`src/logic/slice_pkg.sv`:
```
// Constants, field layout and mode codes of the programmable logic slice
// ----------------------------------------------------------------------
// Functional notes
// - A slice holds two four-input tables whose outputs feed two storage registers of the same slice.
// - Only slices 0 to 2 of a function unit may act as writable RAM; slice 3 offers logic, ripple and ROM.
// - Set or reset, each sync or async, plus clock select, chip select and wide RAM/ROM support.
// - Registers capture on a rising or falling edge, or act as level latches of either polarity.
// - Fifteen routing inputs plus a carry input; six routing outputs plus a carry output.
// - In logic mode each table returns one programmed bit for each of its sixteen input codes.
// - The two tables of one slice combine into a five-input function.
// - Six to eight input functions chain across slices through the neighbour wide input.
// - Ripple mode adds, subtracts, or adds or subtracts under a dynamic control, two bits wide.
// - Ripple mode counts up, down, or up and down with async clear or sync preload, two bits wide.
// - Ripple mode compares A and B for greater-or-equal, not-equal, less-or-equal and builds multipliers.
// - With fast carry selected the slice drives carry generate and propagate terms for add, subtract and add/subtract functions.
// - RAM mode stores a 16-word memory in the tables, addressed and controlled by routing inputs.
// - Single port and pseudo dual port RAM both occupy three slices of the unit.
// - Table contents load with defined initial values before any write.
// ----------------------------------------------------------------------
package slice_pkg;
  // Byte addresses of the configuration words
  localparam logic [4:0] ADDR_TABLE0 = 5'h00;
  localparam logic [4:0] ADDR_TABLE1 = 5'h04;
  localparam logic [4:0] ADDR_MODE = 5'h08;
  localparam logic [4:0] ADDR_CTRL = 5'h0c;
  localparam logic [4:0] ADDR_STATUS = 5'h10;
  localparam int TABLE_BITS = 16;
  localparam logic [15:0] TABLE_INIT = 16'h0000;
  localparam logic [7:0] MODE_RESET = 8'h00;
  localparam logic [7:0] CTRL_RESET = 8'h00;
  // Mode word fields
  localparam int MODE_LSB = 0;
  localparam int FUNC_LSB = 2;
  localparam int FAST_BIT = 6;
  localparam int DUAL_BIT = 7;
  // Register control word fields
  localparam int NEG_BIT = 0;
  localparam int LATCH_BIT = 1;
  localparam int CLKSEL_BIT = 2;
  localparam int ASYNC_BIT = 3;
  localparam int SETVAL_BIT = 4;
  localparam int CEUSE_BIT = 5;
  localparam int DIRECT_BIT = 6;
  // Slices below this index may hold writable RAM
  localparam int RAM_SLICE_LIMIT = 3;
  localparam int RAM_SLICES = 3;

  typedef enum logic [1:0] {
    MODE_LOGIC = 2'b00,
    MODE_RIPPLE = 2'b01,
    MODE_RAM = 2'b10,
    MODE_ROM = 2'b11
  } slice_mode_t;

  typedef enum logic [3:0] {
    FN_ADD = 4'h0,
    FN_SUB = 4'h1,
    FN_ADDSUB = 4'h2,
    FN_UP = 4'h3,
    FN_DOWN = 4'h4,
    FN_UDCLR = 4'h5,
    FN_UDLOAD = 4'h6,
    FN_GE = 4'h7,
    FN_NE = 4'h8,
    FN_LE = 4'h9,
    FN_MULT = 4'ha
  } ripple_fn_t;
endpackage : slice_pkg
```
`src/logic/programmable_logic_slice.sv`:
```
// One slice of a programmable function unit with its configuration slave
`timescale 1ns/1ns
module programmable_logic_slice #(
  parameter int SLICE_INDEX = 0,
  parameter logic [15:0] INIT0 = slice_pkg::TABLE_INIT,
  parameter logic [15:0] INIT1 = slice_pkg::TABLE_INIT
) (
  // Clock and reset
  input wire logic clk,
  input wire logic reset,
  // Avalon-MM configuration slave
  input wire logic [4:0] address,
  input wire logic read,
  input wire logic write,
  input wire logic [31:0] writedata,
  output logic [31:0] readdata,
  output logic waitrequest,
  // Routing inputs
  input wire logic [3:0] tableIn0,
  input wire logic [3:0] tableIn1,
  input wire logic [1:0] dataSel,
  input wire logic ceIn,
  input wire logic lsrIn,
  input wire logic wrEnIn,
  input wire logic addSubIn,
  input wire logic sliceClkIn,
  // Chain inputs
  input wire logic carryIn,
  input wire logic wideIn,
  // Routing outputs
  output logic [1:0] tableOut,
  output logic [1:0] regOut,
  output logic wideOut5,
  output logic wideOut6,
  // Chain outputs
  output logic carryOut,
  output logic carryGen,
  output logic carryProp
);
  import slice_pkg::*;

  // ------------------------------------------------------------
  // Configuration state
  // ------------------------------------------------------------
  logic [TABLE_BITS-1:0] tableBits [2];
  logic [7:0] modeCfg;
  logic [7:0] ctrlCfg;
  logic rdValid;
  logic busWrite;
  slice_mode_t mode;
  slice_mode_t effMode;
  ripple_fn_t fn;
  logic fast;
  logic dualPort;

  // Table lookup, shared by logic, ROM and RAM read paths
  function automatic logic lookup(input logic [15:0] bits, input logic [3:0] idx);
    lookup = bits[idx];
  endfunction : lookup

  assign mode = slice_mode_t'(modeCfg[MODE_LSB +: 2]);
  assign fn = ripple_fn_t'(modeCfg[FUNC_LSB +: 4]);
  assign fast = modeCfg[FAST_BIT];
  assign dualPort = modeCfg[DUAL_BIT];
  // The last slice has no RAM write path, so RAM there falls back to ROM
  assign effMode = (mode == MODE_RAM && SLICE_INDEX >= RAM_SLICE_LIMIT) ? MODE_ROM : mode;

  // ------------------------------------------------------------
  // Avalon slave
  // ------------------------------------------------------------
  // Reads wait one cycle for registered data; writes never wait
  assign waitrequest = read & ~rdValid;
  assign busWrite = write;

  always_ff @(posedge clk)
  begin
    if (reset)
      rdValid <= 1'b0;
    else
      rdValid <= read & ~rdValid;
  end

  // Mode and control words
  always_ff @(posedge clk)
  begin
    if (reset)
    begin
      modeCfg <= MODE_RESET;
      ctrlCfg <= CTRL_RESET;
    end
    else if (busWrite && address == ADDR_MODE)
      modeCfg <= writedata[7:0];
    else if (busWrite && address == ADDR_CTRL)
      ctrlCfg <= writedata[7:0];
  end

  // ------------------------------------------------------------
  // Register clocking
  // ------------------------------------------------------------
  logic clkPrev;
  logic rise;
  logic fall;
  logic edgeTick;
  logic levelOpen;
  logic captureEn;
  logic chipOk;

  always_ff @(posedge clk)
  begin
    if (reset)
      clkPrev <= 1'b0;
    else
      clkPrev <= sliceClkIn;
  end

  assign rise = sliceClkIn & ~clkPrev;
  assign fall = ~sliceClkIn & clkPrev;
  // Without clock select the registers follow the system clock
  assign edgeTick = ctrlCfg[CLKSEL_BIT] ? (ctrlCfg[NEG_BIT] ? fall : rise) : 1'b1;
  assign levelOpen = ctrlCfg[CLKSEL_BIT] ? (sliceClkIn ^ ctrlCfg[NEG_BIT]) : 1'b1;
  assign chipOk = ~ctrlCfg[CEUSE_BIT] | ceIn;
  assign captureEn = (ctrlCfg[LATCH_BIT] ? levelOpen : edgeTick) & chipOk;

  // ------------------------------------------------------------
  // Distributed memory
  // ------------------------------------------------------------
  logic ramWrite;
  logic [3:0] ramWrAddr;
  logic [3:0] ramRdAddr;

  // Pseudo dual port writes at tableIn1 while reading at tableIn0
  assign ramRdAddr = tableIn0;
  assign ramWrAddr = dualPort ? tableIn1 : tableIn0;
  assign ramWrite = (effMode == MODE_RAM) & wrEnIn & edgeTick & chipOk;

  // Bus loading has priority over a routing write in the same cycle
  for (genvar i = 0; i < 2; i++)
  begin : g_table
    always_ff @(posedge clk)
    begin
      if (reset)
        tableBits[i] <= (i == 0) ? INIT0 : INIT1;
      else if (busWrite && address == ((i == 0) ? ADDR_TABLE0 : ADDR_TABLE1))
        tableBits[i] <= writedata[15:0];
      else if (ramWrite)
        tableBits[i][ramWrAddr] <= dataSel[i];
    end
  end

  // ------------------------------------------------------------
  // Ripple arithmetic
  // ------------------------------------------------------------
  logic [1:0] opA;
  logic [1:0] opB;
  logic [1:0] opBx;
  logic [1:0] partial;
  logic [1:0] regQ;
  logic [2:0] addSum;
  logic [2:0] subSum;
  logic [2:0] upSum;
  logic [2:0] downSum;
  logic [2:0] sum;
  logic isSub;
  logic isAddType;
  logic [1:0] genBits;
  logic [1:0] propBits;

  assign opA = {tableIn1[0], tableIn0[0]};
  assign opB = {tableIn1[1], tableIn0[1]};
  assign partial = {tableIn1[2], tableIn0[2]};
  assign addSum = {1'b0, opA} + {1'b0, opB} + {2'b00, carryIn};
  // Carry in high means no borrow into a subtraction
  assign subSum = {1'b0, opA} + {1'b0, ~opB} + {2'b00, carryIn};
  // Counters step by the carry in, so a chain counts as one wide counter
  assign upSum = {1'b0, regQ} + {2'b00, carryIn};
  assign downSum = {1'b0, regQ} - {2'b00, carryIn};

  // Function select
  always_comb
  begin
    sum = 3'b000;
    isSub = 1'b0;
    isAddType = 1'b0;
    case (fn)
      FN_ADD:
      begin
        sum = addSum;
        isAddType = 1'b1;
      end
      FN_SUB:
      begin
        sum = subSum;
        isSub = 1'b1;
        isAddType = 1'b1;
      end
      FN_ADDSUB:
      begin
        sum = addSubIn ? addSum : subSum;
        isSub = ~addSubIn;
        isAddType = 1'b1;
      end
      FN_UP: sum = upSum;
      FN_DOWN: sum = downSum;
      FN_UDCLR, FN_UDLOAD: sum = addSubIn ? upSum : downSum;
      FN_GE: sum = {2'b00, opA >= opB};
      FN_NE: sum = {2'b00, opA != opB};
      FN_LE: sum = {2'b00, opA <= opB};
      FN_MULT: sum = {1'b0, opA & {2{opB[0]}}} + {1'b0, partial} + {2'b00, carryIn};
      default: sum = 3'b000;
    endcase
  end

  // Fast carry terms exist only for add-type functions
  assign opBx = isSub ? ~opB : opB;
  assign genBits = opA & opBx;
  assign propBits = opA ^ opBx;
  assign carryGen = fast & isAddType & (effMode == MODE_RIPPLE)
                    & (genBits[1] | (propBits[1] & genBits[0]));
  assign carryProp = fast & isAddType & (effMode == MODE_RIPPLE) & propBits[1] & propBits[0];

  // Carry output
  always_comb
  begin
    if (effMode != MODE_RIPPLE)
      carryOut = 1'b0;
    else if (fast && isAddType)
      carryOut = carryGen | (carryProp & carryIn);
    else if (fn == FN_GE || fn == FN_NE || fn == FN_LE)
      carryOut = sum[0];
    else
      carryOut = sum[2];
  end

  // ------------------------------------------------------------
  // Table outputs and wide functions
  // ------------------------------------------------------------
  logic [1:0] tableVal;

  always_comb
  begin
    tableVal = 2'b00;
    unique case (effMode)
      MODE_LOGIC, MODE_ROM:
      begin
        tableVal[0] = lookup(tableBits[0], tableIn0);
        tableVal[1] = lookup(tableBits[1], tableIn1);
      end
      MODE_RIPPLE: tableVal = sum[1:0];
      MODE_RAM:
      begin
        tableVal[0] = lookup(tableBits[0], ramRdAddr);
        tableVal[1] = lookup(tableBits[1], ramRdAddr);
      end
    endcase
  end

  assign tableOut = tableVal;
  assign wideOut5 = dataSel[0] ? tableVal[1] : tableVal[0];
  // Neighbour's wide output joins here to build six to eight inputs
  assign wideOut6 = dataSel[1] ? wideIn : wideOut5;

  // ------------------------------------------------------------
  // Storage registers
  // ------------------------------------------------------------
  logic counterFn;
  logic lsrIsAsync;
  logic lsrIsLoad;
  logic lsrValue;
  logic [1:0] regD;

  assign counterFn = (effMode == MODE_RIPPLE) && (fn inside {FN_UP, FN_DOWN, FN_UDCLR, FN_UDLOAD});
  // Clear counter forces an async clear to zero; preload counter loads A
  assign lsrIsAsync = ctrlCfg[ASYNC_BIT] | (counterFn & (fn == FN_UDCLR));
  assign lsrIsLoad = counterFn & (fn == FN_UDLOAD);
  assign lsrValue = ctrlCfg[SETVAL_BIT] & ~(counterFn & (fn == FN_UDCLR));

  for (genvar i = 0; i < 2; i++)
  begin : g_reg
    assign regD[i] = counterFn ? sum[i] : (ctrlCfg[DIRECT_BIT] ? dataSel[i] : tableVal[i]);

    always_ff @(posedge clk)
    begin
      if (reset)
        regQ[i] <= 1'b0;
      else if (lsrIn && (lsrIsAsync || captureEn))
        regQ[i] <= lsrIsLoad ? opA[i] : lsrValue;
      else if (captureEn)
        regQ[i] <= regD[i];
    end

    // An async set or reset shows at once, without waiting for a clock
    assign regOut[i] = (lsrIn && lsrIsAsync && !lsrIsLoad) ? lsrValue : regQ[i];
  end

  // ------------------------------------------------------------
  // Read data
  // ------------------------------------------------------------
  always_ff @(posedge clk)
  begin
    if (reset)
      readdata <= 32'h0000_0000;
    else if (read && !rdValid)
    begin
      case (address)
        ADDR_TABLE0: readdata <= {16'h0000, tableBits[0]};
        ADDR_TABLE1: readdata <= {16'h0000, tableBits[1]};
        ADDR_MODE: readdata <= {24'h00_0000, modeCfg};
        ADDR_CTRL: readdata <= {24'h00_0000, ctrlCfg};
        ADDR_STATUS: readdata <= {24'h00_0000, effMode, wideOut6, carryOut, tableVal, regOut};
        default: readdata <= 32'h0000_0000;
      endcase
    end
  end
endmodule : programmable_logic_slice

```
`config.mk`:
```
export PLATFORM = sky130hd
export DESIGN_NAME = programmable_logic_slice
export DESIGN_NICKNAME = d
export VERILOG_FILES = /design/src/logic/slice_pkg.sv /design/src/logic/programmable_logic_slice.sv
export SDC_FILE = /design/constraint.sdc
export NUM_CORES = 1
export LEC_CHECK = 0
export BUFFER_PORTS_ARGS = -buffer_cell sky130_fd_sc_hd__buf_2
export CAP_MARGIN = 20
export CORE_UTILIZATION = 61
export DETAILED_ROUTE_END_ITERATION = 12
export PLACE_DENSITY = 0.87
export SLEW_MARGIN = 20
export SYNTH_ARGS = -nofsm -noshare
export SYNTH_HDL_FRONTEND = slang
export SYNTH_SLANG_ARGS = --single-unit
```
`constraint.sdc`:
```
create_clock -name clk -period 8.6 [get_ports clk]
set_input_delay 0.43 -clock clk [delete_from_list [all_inputs] [get_ports clk]]
set_output_delay 0.43 -clock clk [all_outputs]
set_load 0.05 [all_outputs]
```
==> results of run 1 <==
[cells in the mapped netlist (all sizes together), types with 14 or more instances]
master / instances
nand2: 106
nor2: 48
o21ai: 47
dfxtp: 36
edfxtp: 32
buf: 31
mux2i: 28
clkbuf: 26
nand3: 26
inv: 23
a22oi: 19
a21oi: 14
[power by group]
| group | leakage [nW] | internal, mW | total, mW | switching, mW |
|---|---|---|---|---|
| logic | 1.64 | 0.0462 | 0.148 | 0.102 |
| registers | 0.635 | 0.345 | 0.351 | 0.00680 |
| clock network | 0.117 | 0.170 | 0.303 | 0.133 |
[state kept, by name (all words and copies together) (netlist names)]
signal / flops
readdata: 16
clkPrev: 1
tableBits: 32
rdValid: 1
regQ: 2
modeCfg: 8
ctrlCfg: 8
[layout by cell type, fill, tap and decap left out, types with 4 or more instances in the layout]
cell type | synthesis | layout
nand2_1 | 106 | 106
nor3b_1 | 5 | 5
a21oi_1 | 13 | 13
nand4_1 | 5 | 5
inv_1 | 23 | 23
a32o_1 | 4 | 4
conb_1 | 1 | 16
dfxtp_1 | 36 | 36
ha_1 | 11 | 11
fa_1 | 6 | 6
nor2b_1 | 10 | 10
o221ai_1 | 7 | 7
buf_2 | 12 | 67
mux2i_1 | 28 | 28
a22o_1 | 9 | 9
buf_4 | 17 | 5
mux4_2 | 12 | 12
o21ai_0 | 46 | 46
edfxtp_1 | 32 | 32
nand3_1 | 26 | 26
clkbuf_8 | 0 | 9
nor2_1 | 47 | 47
nand2b_1 | 7 | 7
o22ai_1 | 6 | 6
and3b_1 | 5 | 5
a22oi_1 | 19 | 19
o211ai_1 | 6 | 6
mux2_2 | 5 | 5
[per-stage QoR]
step                      hold WS (ns)  power, mW  area, µm²  worst slack (ns)  std cells
after CTS                        0.348      0.798       5680              4.61        754
after global placement           0.489      0.499       5450              4.69        738
after detailed placement         0.505      0.504       5450              4.63        738
after floorplan                  0.463      0.465       5230              4.60        618
after global routing             0.350      0.828       5680              4.43        754
final                            0.352      0.803       5680              4.58        754
[layer usage]
layer  up-vias  global-route usage, %  wire length (µm)
met5         -                      0                 0
met4         0                   13.2               418
met3        53                   7.28              1440
met2       329                   59.7              7580
met1      2423                   45.5              5860
li1       2256                      -                 -
[cell type report]
cell class | count | area [µm²] | share of cell area, %
inverters | 23 | 86.3 | 1.52
multi-input cells | 470 | 3180 | 55.9
clock inverters | 4 | 52.6 | 0.925
clock buffers | 12 | 178 | 3.13
flip-flops and latches | 68 | 1680 | 29.6
repair buffers | 72 | 373 | 6.56
well taps | 105 | 131 | 2.31
[worst paths after layout]
kind / from / to / slack (ns) / cells past startpoint
setup / recovery: tableIn0[0] / wideOut6 / 4.58 / 12
setup reg to reg: modeCfg[3] / readdata[4] / 5.59 / 11
hold / removal: sliceClkIn / clkPrev / 0.35 / 2
hold reg to reg: readdata[14] / readdata[14] / 0.52 / 2
[logic make-up after synthesis]
| group | after synthesis | share of synthesized area (%) |
|---|---|---|
| AND/OR/NAND/NOR | 242 | 22.7 |
| AO/OA/AOI/OAI | 147 | 20.2 |
| buffers and inverters | 80 | 7.32 |
| flip-flops | 68 | 32.5 |
| multiplexers | 45 | 11.7 |
| adder cells (fa/ha/maj) | 17 | 4.98 |
| XOR/XNOR | 3 | 0.508 |
| other | 1 | 0.0724 |
[worst max-delay path, delay by kind of cell]
family / cells / cell delay (ns)
compound gates: 4 / 0.92
fa+ha+maj: 3 / 1.05
buf+inv: 3 / 0.79
simple gates: 2 / 0.38
==> flow_summary_export.csv, run 1 <==
group,metric,value,unit
placed_design,gp_congestion,1.01,
sta,finalCriticalPeriod,4.02,ns
route,finalWirelength,15300,µm
power,p_per_area,141,mW/mm²
sta,worstMarginPinSlew,1.18,ns
sta,finalMaxSlewViolations,0,
cts,cts_buffer_depth,2,
worst_hold_path,hold_path_class,"primary input to flip-flop",
setup_path,cpPeakStageDelay,0.45,ns
yosys,ys_ff_latch,68,
setup_path,path_cells,"buf_2 > ha_1 > inv_1 > fa_1 > fa_1 > or2b_1 > a2bb2o_1 > a32oi_1 > a311oi_2 > nor2_1 > o221ai_1 > buf_2",
power,vdd.ir_drop.worst,113,µV
setup_path,worst_setup_path_start_kind,"primary input",
sta,relSlewSlack,20.9,%
cts,cts_tree,"yes",
die,rows,33,
setup_path,path_max_fanout,17,
yosys,yosys.area.top_type,"edfxtp_1",
sta,finClkSkew,0.00906,ns
sta,setup_viol,0,
layout,finish.utilization,69.1,%
layout,drive_gt1_share,18.3,%
yosys,synth.avg_cell_area,8.58,µm²
yosys,synthCells,603,
setup_path,cp_slowest_cell,"fa_1",
die,design.die.area,0.00886,mm²
die,io_pins,100,
run,maxCapViolCount,0,
die,die_w,94.1,µm
yosys,synth_area,0.00518,mm²
cts,cts_root_buffer,"clkbuf_8",
setup_path,worst-setup-path-type,"primary input to output pin",
cts,post_cts_buffers,0,
yosys,ys_seq_area_share,32.5,%
route,vias_per_cell,6.71,
cts,postCtsHoldBufs,0,
layout,antennaDiodeCount,0,
route,drt_iter0_drc,427,
cts,cts_resized,0,
cts,clkTransAtPathRegs,0.07,ns
die,start_util,63.0,%
cts,numCtsBuffers,9,
route,wl_per_cell,20.3,µm
grt,grt_max_degree,42,
route,firstDrtPassIters,6,
setup_path,cp_data_required_time,8.17,ns
power,leakagePower,2.39,nW
grt,grt_remaining_overflow,0,
setup_path,critPathArrivalTime,3.59,ns
layout,syn_to_final_growth,9.74,%
yosys,synth_edf_count,32,
grt,antenna_found_initial,0,
cts,cts_max_level,3,
sta,rsz0062_at_grt,"false",
yosys,ys_async_sr_fraction,0,%
yosys,synthFlopType,"dfxtp_1",
setup_path,critPathCaptureType,"output pin",
yosys,synth_area_leaders,"edfxtp_1 19%, dfxtp_1 14%, nand2_1 7.7%, mux2i_1 5.4%, mux4_2 5.2%",
route,drc,0,
cts,clock_latency,0.36,ns
grt,grt_pass1_wl,23900,µm
die,core-area,0.00822,mm²
outcome,outcome,"completed",
sta,max_freq,249,MHz
grt,grt_pass1_vias,4762,
placed_design,dp_hpwl,11100,µm
sta,setup-tns-final,0,ns
yosys,synth_top_area_share,18.6,%
sta,period_share,46.7,%
yosys,netlist-cell-type-count,78,
sta,hold_violations,0,
yosys,yosysWarnings,0,
layout,final_nets,719,
route,vias,5061,
grt,grtUsageTotal,35.7,%
cts,clkSinkCount,68,
placed_design,io_buffer_count,67,
die,die_h,94.1,µm
layout,fillers,658,
route,drtAntennaViolNets,0,
Note: power is estimated with default switching activity, not from simulation.
==> run 2: changes to the inputs <==
--- a/config.mk
+++ b/config.mk
@@ -7,9 +7,9 @@
 export LEC_CHECK = 0
 export BUFFER_PORTS_ARGS = -buffer_cell sky130_fd_sc_hd__buf_2
 export CAP_MARGIN = 20
-export CORE_UTILIZATION = 61
+export CORE_UTILIZATION = 51
 export DETAILED_ROUTE_END_ITERATION = 12
-export PLACE_DENSITY = 0.87
+export PLACE_DENSITY = 0.77
 export SLEW_MARGIN = 20
 export SYNTH_ARGS = -nofsm -noshare
 export SYNTH_HDL_FRONTEND = slang
==> constraint.sdc (replaced) <==
create_clock -name clk -period 3.6 [get_ports clk]
set_input_delay 0.18 -clock clk [delete_from_list [all_inputs] [get_ports clk]]
set_output_delay 0.18 -clock clk [all_outputs]
set_load 0.05 [all_outputs]
==> run 2 against run 1 <==
  * Power rose by 130%
  * Setup slack worse by 4.3 ns
  * Die area increased by 19%
==> flow_summary_export.csv, run 2 (synthesis gave the netlist of run 1 again) <==
group,metric,value,unit
placed_design,pre_cts_ws,0.334,ns
sta,fin_ws,0.301,ns
power,pwr-share-comb,19.0,%
placed_design,gp_congestion,0.987,
placed_design,dp_hpwl,11700,µm
cts,numCtsBuffers,9,
setup_path,path_max_fanout,12,
worst_hold_path,min_from,"writedata[8]",
cts,post_cts_buffers,0,
sta,hold_violations,0,
cts,cts_max_level,3,
layout,finish.utilization,58.6,%
power,power.switching,0.559,mW
layout,antennaDiodeCount,0,
setup_path,startpoint,"tableIn0[1]",
layout,largest_reg_flops,32,
placed_design,io_buffer_count,67,
setup_path,critPathCaptureType,"output pin",
cts,cts_buffer_depth,2,
die,design.die.area,0.0106,mm²
route,firstDrtPassIters,5,
sta,timing.hold.ws,0.105,ns
sta,finalCriticalPeriod,3.30,ns
cts,cts_resized,0,
placed_design,place_area,0.00555,mm²
cts,cts_root_buffer,"clkbuf_8",
run,maxCapViolCount,0,
setup_path,worst_setup_path_start_kind,"primary input",
route,vias_per_cell,6.40,
worst_hold_path,hold_path_class,"primary input to flip-flop",
route,finalWirelength,15600,µm
die,rows,36,
grt,grt_pass1_wl,24300,µm
grt,antenna_found_initial,0,
layout,final_cell_mix,"106 x nand2_1, 67 x buf_2, 47 x nor2_1",
die,die_w,103,µm
setup_path,r2r_setup_slack,0.82,ns
layout,drive_gt1_share,19.0,%
layout,syn_to_final_growth,11.2,%
route,drt_iter0_drc,665,
grt,grt_max_degree,38,
sta,worstMarginPinSlew,1.14,ns
power,vdd.ir_drop.worst,159,µV
layout,regMostFlops,"tableBits",
outcome,outcome,"completed",
die,start_util,52.7,%
layout,stdcell_area,0.00575,mm²
grt,grt_remaining_overflow,0,
die,die_h,103,µm
layout,fillers,889,
layout,final_nets,727,
die,io_pins,100,
cts,clkSinkCount,68,
sta,finalMaxSlewViolations,0,
cts,postCtsHoldBufs,0,
route,drtAntennaViolNets,0,
grt,grt_pass1_vias,4700,
worst_hold_path,holdPathStages,3,
setup_path,cp_data_required_time,3.42,ns
power,swShare,29.7,%
sta,relSlewSlack,23.9,%
die,core-area,0.00982,mm²
power,leakagePower,2.42,nW
sta,setup-tns-final,0,ns
setup_path,worst-setup-path-type,"primary input to output pin",
setup_path,ff2ff_path_depth,10,
sta,finClkSkew,0.00988,ns
layout,largestRegisters,"tableBits x32, readdata x16",
power,seq_power_share,44.5,%
setup_path,rr_endpoint,"readdata[4]",
route,drc,0,
cts,clock_latency,0.36,ns
route,wl_per_cell,19.7,µm
setup_path,critPathArrivalTime,3.12,ns
layout,multiInputGateArea,0.00318,mm²
layout,final_common_cell,"nand2_1",
worst_hold_path,min_to,"tableBits[1][8]",
power,power_frac_clock,36.5,%
sta,period_share,91.6,%
layout,regArea,0.00168,mm²
route,vias,5056,
sta,max_freq,303,MHz
cts,clkTransAtPathRegs,0.07,ns
sta,rsz0062_at_grt,"false",
grt,grtUsageTotal,30.7,%
setup_path,r2r-start,"modeCfg[2]",
power,p_per_area,328,mW/mm²
cts,cts_tree,"yes",
power,power.internal,1.33,mW
sta,setup_viol,0,
[run 2: cell types whose count changed in the layout (fill, tap and decap cells not counted)]
cell       delta
clkbuf_1      +2
bufinv_16     +1
clkbuf_16     -2
buf_4         +8
clkinv_4      -1
[run 2: per-stage QoR]
stage | instances | total power [mW]
3_3_place_gp | 774 | 1.20
6_report | 790 | 1.89
5_1_grt | 790 | 1.95
2_1_floorplan | 618 | 1.11
3_5_place_dp | 774 | 1.21
4_1_cts | 790 | 1.87
[run 2: per-layer routing]
layer  part of all wire [%]  up-vias  track usage, %
li1                       -     2274               -
met1                     39     2408            39.4
met2                     48      320            50.7
met3                    9.7       54            6.37
met4                    3.3        0            12.4
met5                      0        -               0
[run 2: worst max path at each step]
| stage | slack, ns | endpoint | depth (start not counted) |
|---|---|---|---|
| floorplan | 0.1 | carryOut | 8 |
| global placement | 0.43 | wideOut6 | 12 |
| detailed placement | 0.33 | wideOut6 | 12 |
| CTS | 0.33 | wideOut6 | 12 |
| global route | 0.15 | carryOut | 10 |
| finish | 0.30 | wideOut6 | 12 |
[run 2: area by class of cell]
class / instances / share of cell area [%]
timing repair buffer: 80 / 7.52
clock inverter: 4 / 1.28
tap: 133 / 2.89
sequential: 68 / 29.2
multi-input combinational: 470 / 55.2
clock buffer: 12 / 2.35
inverter: 23 / 1.50
[run 2: power by group through the flow]
stage / logic, mW / registers, mW / clock network, mW
after global routing: 0.383 / 0.841 / 0.726
after floorplan: 0.259 / 0.853 / 0
final: 0.358 / 0.840 / 0.688
after CTS: 0.352 / 0.838 / 0.684
after detailed placement: 0.351 / 0.856 / 0
after global placement: 0.342 / 0.855 / 0
[run 2: critical path, stage by stage]
cell and delay (ns):
buf_2 0.26, ha_1 0.20, inv_1 0.05, fa_1 0.38
fa_1 0.43, or2b_1 0.22, a2bb2o_1 0.25, a32oi_1 0.08
a311oi_2 0.40, nor2_1 0.17, o221ai_1 0.18, buf_2 0.30
==> run 3: changes to the inputs <==
--- a/config.mk
+++ b/config.mk
@@ -5,11 +5,12 @@
 export SDC_FILE = /design/constraint.sdc
 export NUM_CORES = 1
 export LEC_CHECK = 0
+export ABC_AREA = 1
 export BUFFER_PORTS_ARGS = -buffer_cell sky130_fd_sc_hd__buf_2
 export CAP_MARGIN = 20
 export CORE_UTILIZATION = 51
 export DETAILED_ROUTE_END_ITERATION = 12
-export PLACE_DENSITY = 0.77
+export PLACE_DENSITY = 0.78
 export SLEW_MARGIN = 20
 export SYNTH_ARGS = -nofsm -noshare
 export SYNTH_HDL_FRONTEND = slang
==> run 3 against run 2 <==
  * Clock-buffer cell count fell by 2
  * Synthesized cell count up 21%
  * Routed wire length fell by 4.5%
  * Non-clock buffer count down 9
  * Utilization up 0.45 points
  * Clock power is 7.1% higher
  * Design area down 4.3%
  * Sequential share of layout area grew 1.3 points
  * Cell count is 16% higher
  * Power is 3.5% higher
  * Critical path type unchanged
  * Critical endpoint unchanged
  * Largest cell class unchanged
  * Largest power group unchanged
==> flow_summary_export.csv, run 3 <==
group,metric,value,unit
sta,finalCriticalPeriod,3.28,ns
yosys,yosysMostFrequentCell,"nand2_1",
yosys,synth_area,0.00496,mm²
cts,clock_latency,0.36,ns
route,vias,5229,
cts,clkTransAtPathRegs,0.07,ns
yosys,synth_edf_count,32,
sta,worstMarginPinSlew,0.830,ns
setup_path,critPathCaptureType,"output pin",
layout,syn_to_final_growth,11.0,%
power,leakagePower,2.50,nW
yosys,synthTopCellsByCount,"204 x nand2_1, 86 x inv_1, 56 x nand3_1",
placed_design,io_buffer_count,67,
yosys,ys_async_sr_fraction,0,%
die,io_pins,100,
worst_hold_path,hold_path_class,"primary input to flip-flop",
sta,hold_violations,0,
setup_path,path_cells,"buf_2 > inv_2 > fa_1 > fa_1 > nor2_1 > a21oi_1 > nor2_1 > nor2_1 > nand3_2 > nand2_1 > nand3_2 > nand2_1 > nand3_2 > and2_1 > buf_2",
cts,clkSinkCount,68,
layout,final_nets,857,
setup_path,worst_setup_path_start_kind,"primary input",
outcome,outcome,"completed",
power,total_power,1.95,mW
power,vdd.ir_drop.worst,175,µV
layout,antennaDiodeCount,0,
yosys,ys_seq_area_share,33.9,%
layout,regMostFlops,"tableBits",
cts,numCtsBuffers,9,
sta,rsz0062_at_grt,"false",
placed_design,dp_cells,900,
cts,cts_resized,0,
cts,cts_max_level,3,
setup_path,critPathArrivalTime,3.10,ns
cts,cts_root_buffer,"clkbuf_8",
cts,post_cts_buffers,0,
route,finalWirelength,14900,µm
cts,cts_buffer_depth,2,
grt,grt_pass1_vias,4717,
setup_path,r2r-start,"modeCfg[2]",
sta,setup-tns-final,0,ns
yosys,synth_top_area_share,19.4,%
route,wl_per_cell,16.2,µm
placed_design,gp_congestion,0.959,
setup_path,cpPeakStageDelay,0.53,ns
layout,final_cell_mix,"204 x nand2_1, 86 x inv_1, 67 x buf_2",
die,die_h,101,µm
die,rows,35,
yosys,yosys.area.top_type,"edfxtp_1",
route,drt_iter0_drc,679,
run,maxCapViolCount,0,
cts,cts_tree,"yes",
yosys,synth.avg_cell_area,6.81,µm²
setup_path,cp_slowest_cell,"fa_1",
layout,largest_reg_flops,32,
sta,timing.hold.ws,0.0673,ns
placed_design,dp_hpwl,11200,µm
route,vias_per_cell,5.71,
layout,finalNonFillerCells,916,
die,core-area,0.00933,mm²
route,drtAntennaViolNets,0,
die,start_util,53.2,%
power,p_per_area,354,mW/mm²
cts,postCtsHoldBufs,0,
sta,setup_viol,0,
setup_path,worst-setup-path-type,"primary input to output pin",
setup_path,path_max_fanout,24,
worst_hold_path,min_from,"sliceClkIn",
route,drc,0,
grt,grtUsageTotal,30.2,%
setup_path,startpoint,"tableIn0[0]",
sta,finClkSkew,0.0115,ns
layout,drive_gt1_share,16.1,%
route,firstDrtPassIters,6,
layout,largestRegisters,"tableBits x32, readdata x16",
grt,antenna_found_initial,0,
grt,grt_max_degree,25,
grt,grt_remaining_overflow,0,
yosys,yosysWarnings,0,
sta,relSlewSlack,44.5,%
grt,grt_pass1_wl,23400,µm
layout,final_common_cell,"nand2_1",
sta,period_share,91.0,%
yosys,synth_area_leaders,"edfxtp_1 19%, nand2_1 15%, dfxtp_1 15%, inv_1 6.5%, nand3_1 5.6%",
yosys,netlist-cell-type-count,39,
die,design.die.area,0.0101,mm²
sta,max_freq,305,MHz
yosys,synthFlopType,"dfxtp_1",
yosys,ys_ff_latch,68,
yosys,synthCells,728,
sta,finalMaxSlewViolations,0,
setup_path,cp_data_required_time,3.42,ns
die,die_w,101,µm
layout,finish.utilization,59.0,%
==> run 3: cells by family (layout without fill, tap and decap cells) <==
kind of cell / after synthesis / after routing / share of synthesized area, %
and+or+nand+nor: 350 / 350 / 30.5
xor gates and xnor gates: 2 / 2 / 0.353
buffers and inverters: 142 / 186 / 12.7
other: 1 / 16 / 0.0756
AOI/OAI and AO/OA: 148 / 148 / 17.3
DFF: 68 / 68 / 33.9
adders and majority gates: 17 / 17 / 5.20
==> run 3: worst max-delay path: cells and delay by family <==
family                     cells  cell delay, ns
AOI/OAI and AO/OA              1            0.13
adders and majority gates      2            1.04
buffers and inverters          3            0.82
and+or+nand+nor                9            0.91
==> run 3: where the power goes <==
group	switching [mW]	internal, mW
sequential	0.0166	0.829
clock	0.329	0.408
combinational	0.270	0.0984
==> run 3: final timing paths <==
kind	end	slack, ns	depth (start not counted)
setup / recovery	wideOut6	0.32	15
hold / removal	clkPrev	0.07	3
setup reg to reg	readdata[4]	1.10	13
hold reg to reg	readdata[9]	0.46	2
==> run 3: through the flow <==
| step | setup slack [ns] | area [µm²] |
|---|---|---|
| finish | 0.323 | 5510 |
| global route | 0.154 | 5510 |
| CTS | 0.369 | 5510 |
| detailed placement | 0.384 | 5290 |
| global placement | 0.494 | 5290 |
| floorplan | 0.799 | 5020 |
==> run 3: cell type report <==
cell class / count / area [µm²]
Sequential cell: 68 / 1680
Clock buffer: 10 / 138
Tap cell: 129 / 161
Inverter: 99 / 372
Fill cell: 893 / 3820
Multi-Input combinational cell: 533 / 2710
Clock inverter: 6 / 85.1
Timing Repair Buffer: 71 / 365
==> run 3: layer usage <==
metal	wire [µm]	share of wire [%]	GRT usage [%]	up-vias
met5	0	0	0	-
met4	474	3.2	13.0	0
met3	1830	12	6.59	53
met2	6720	45	47.4	356
met1	5860	39	40.2	2338
li1	-	-	-	2482
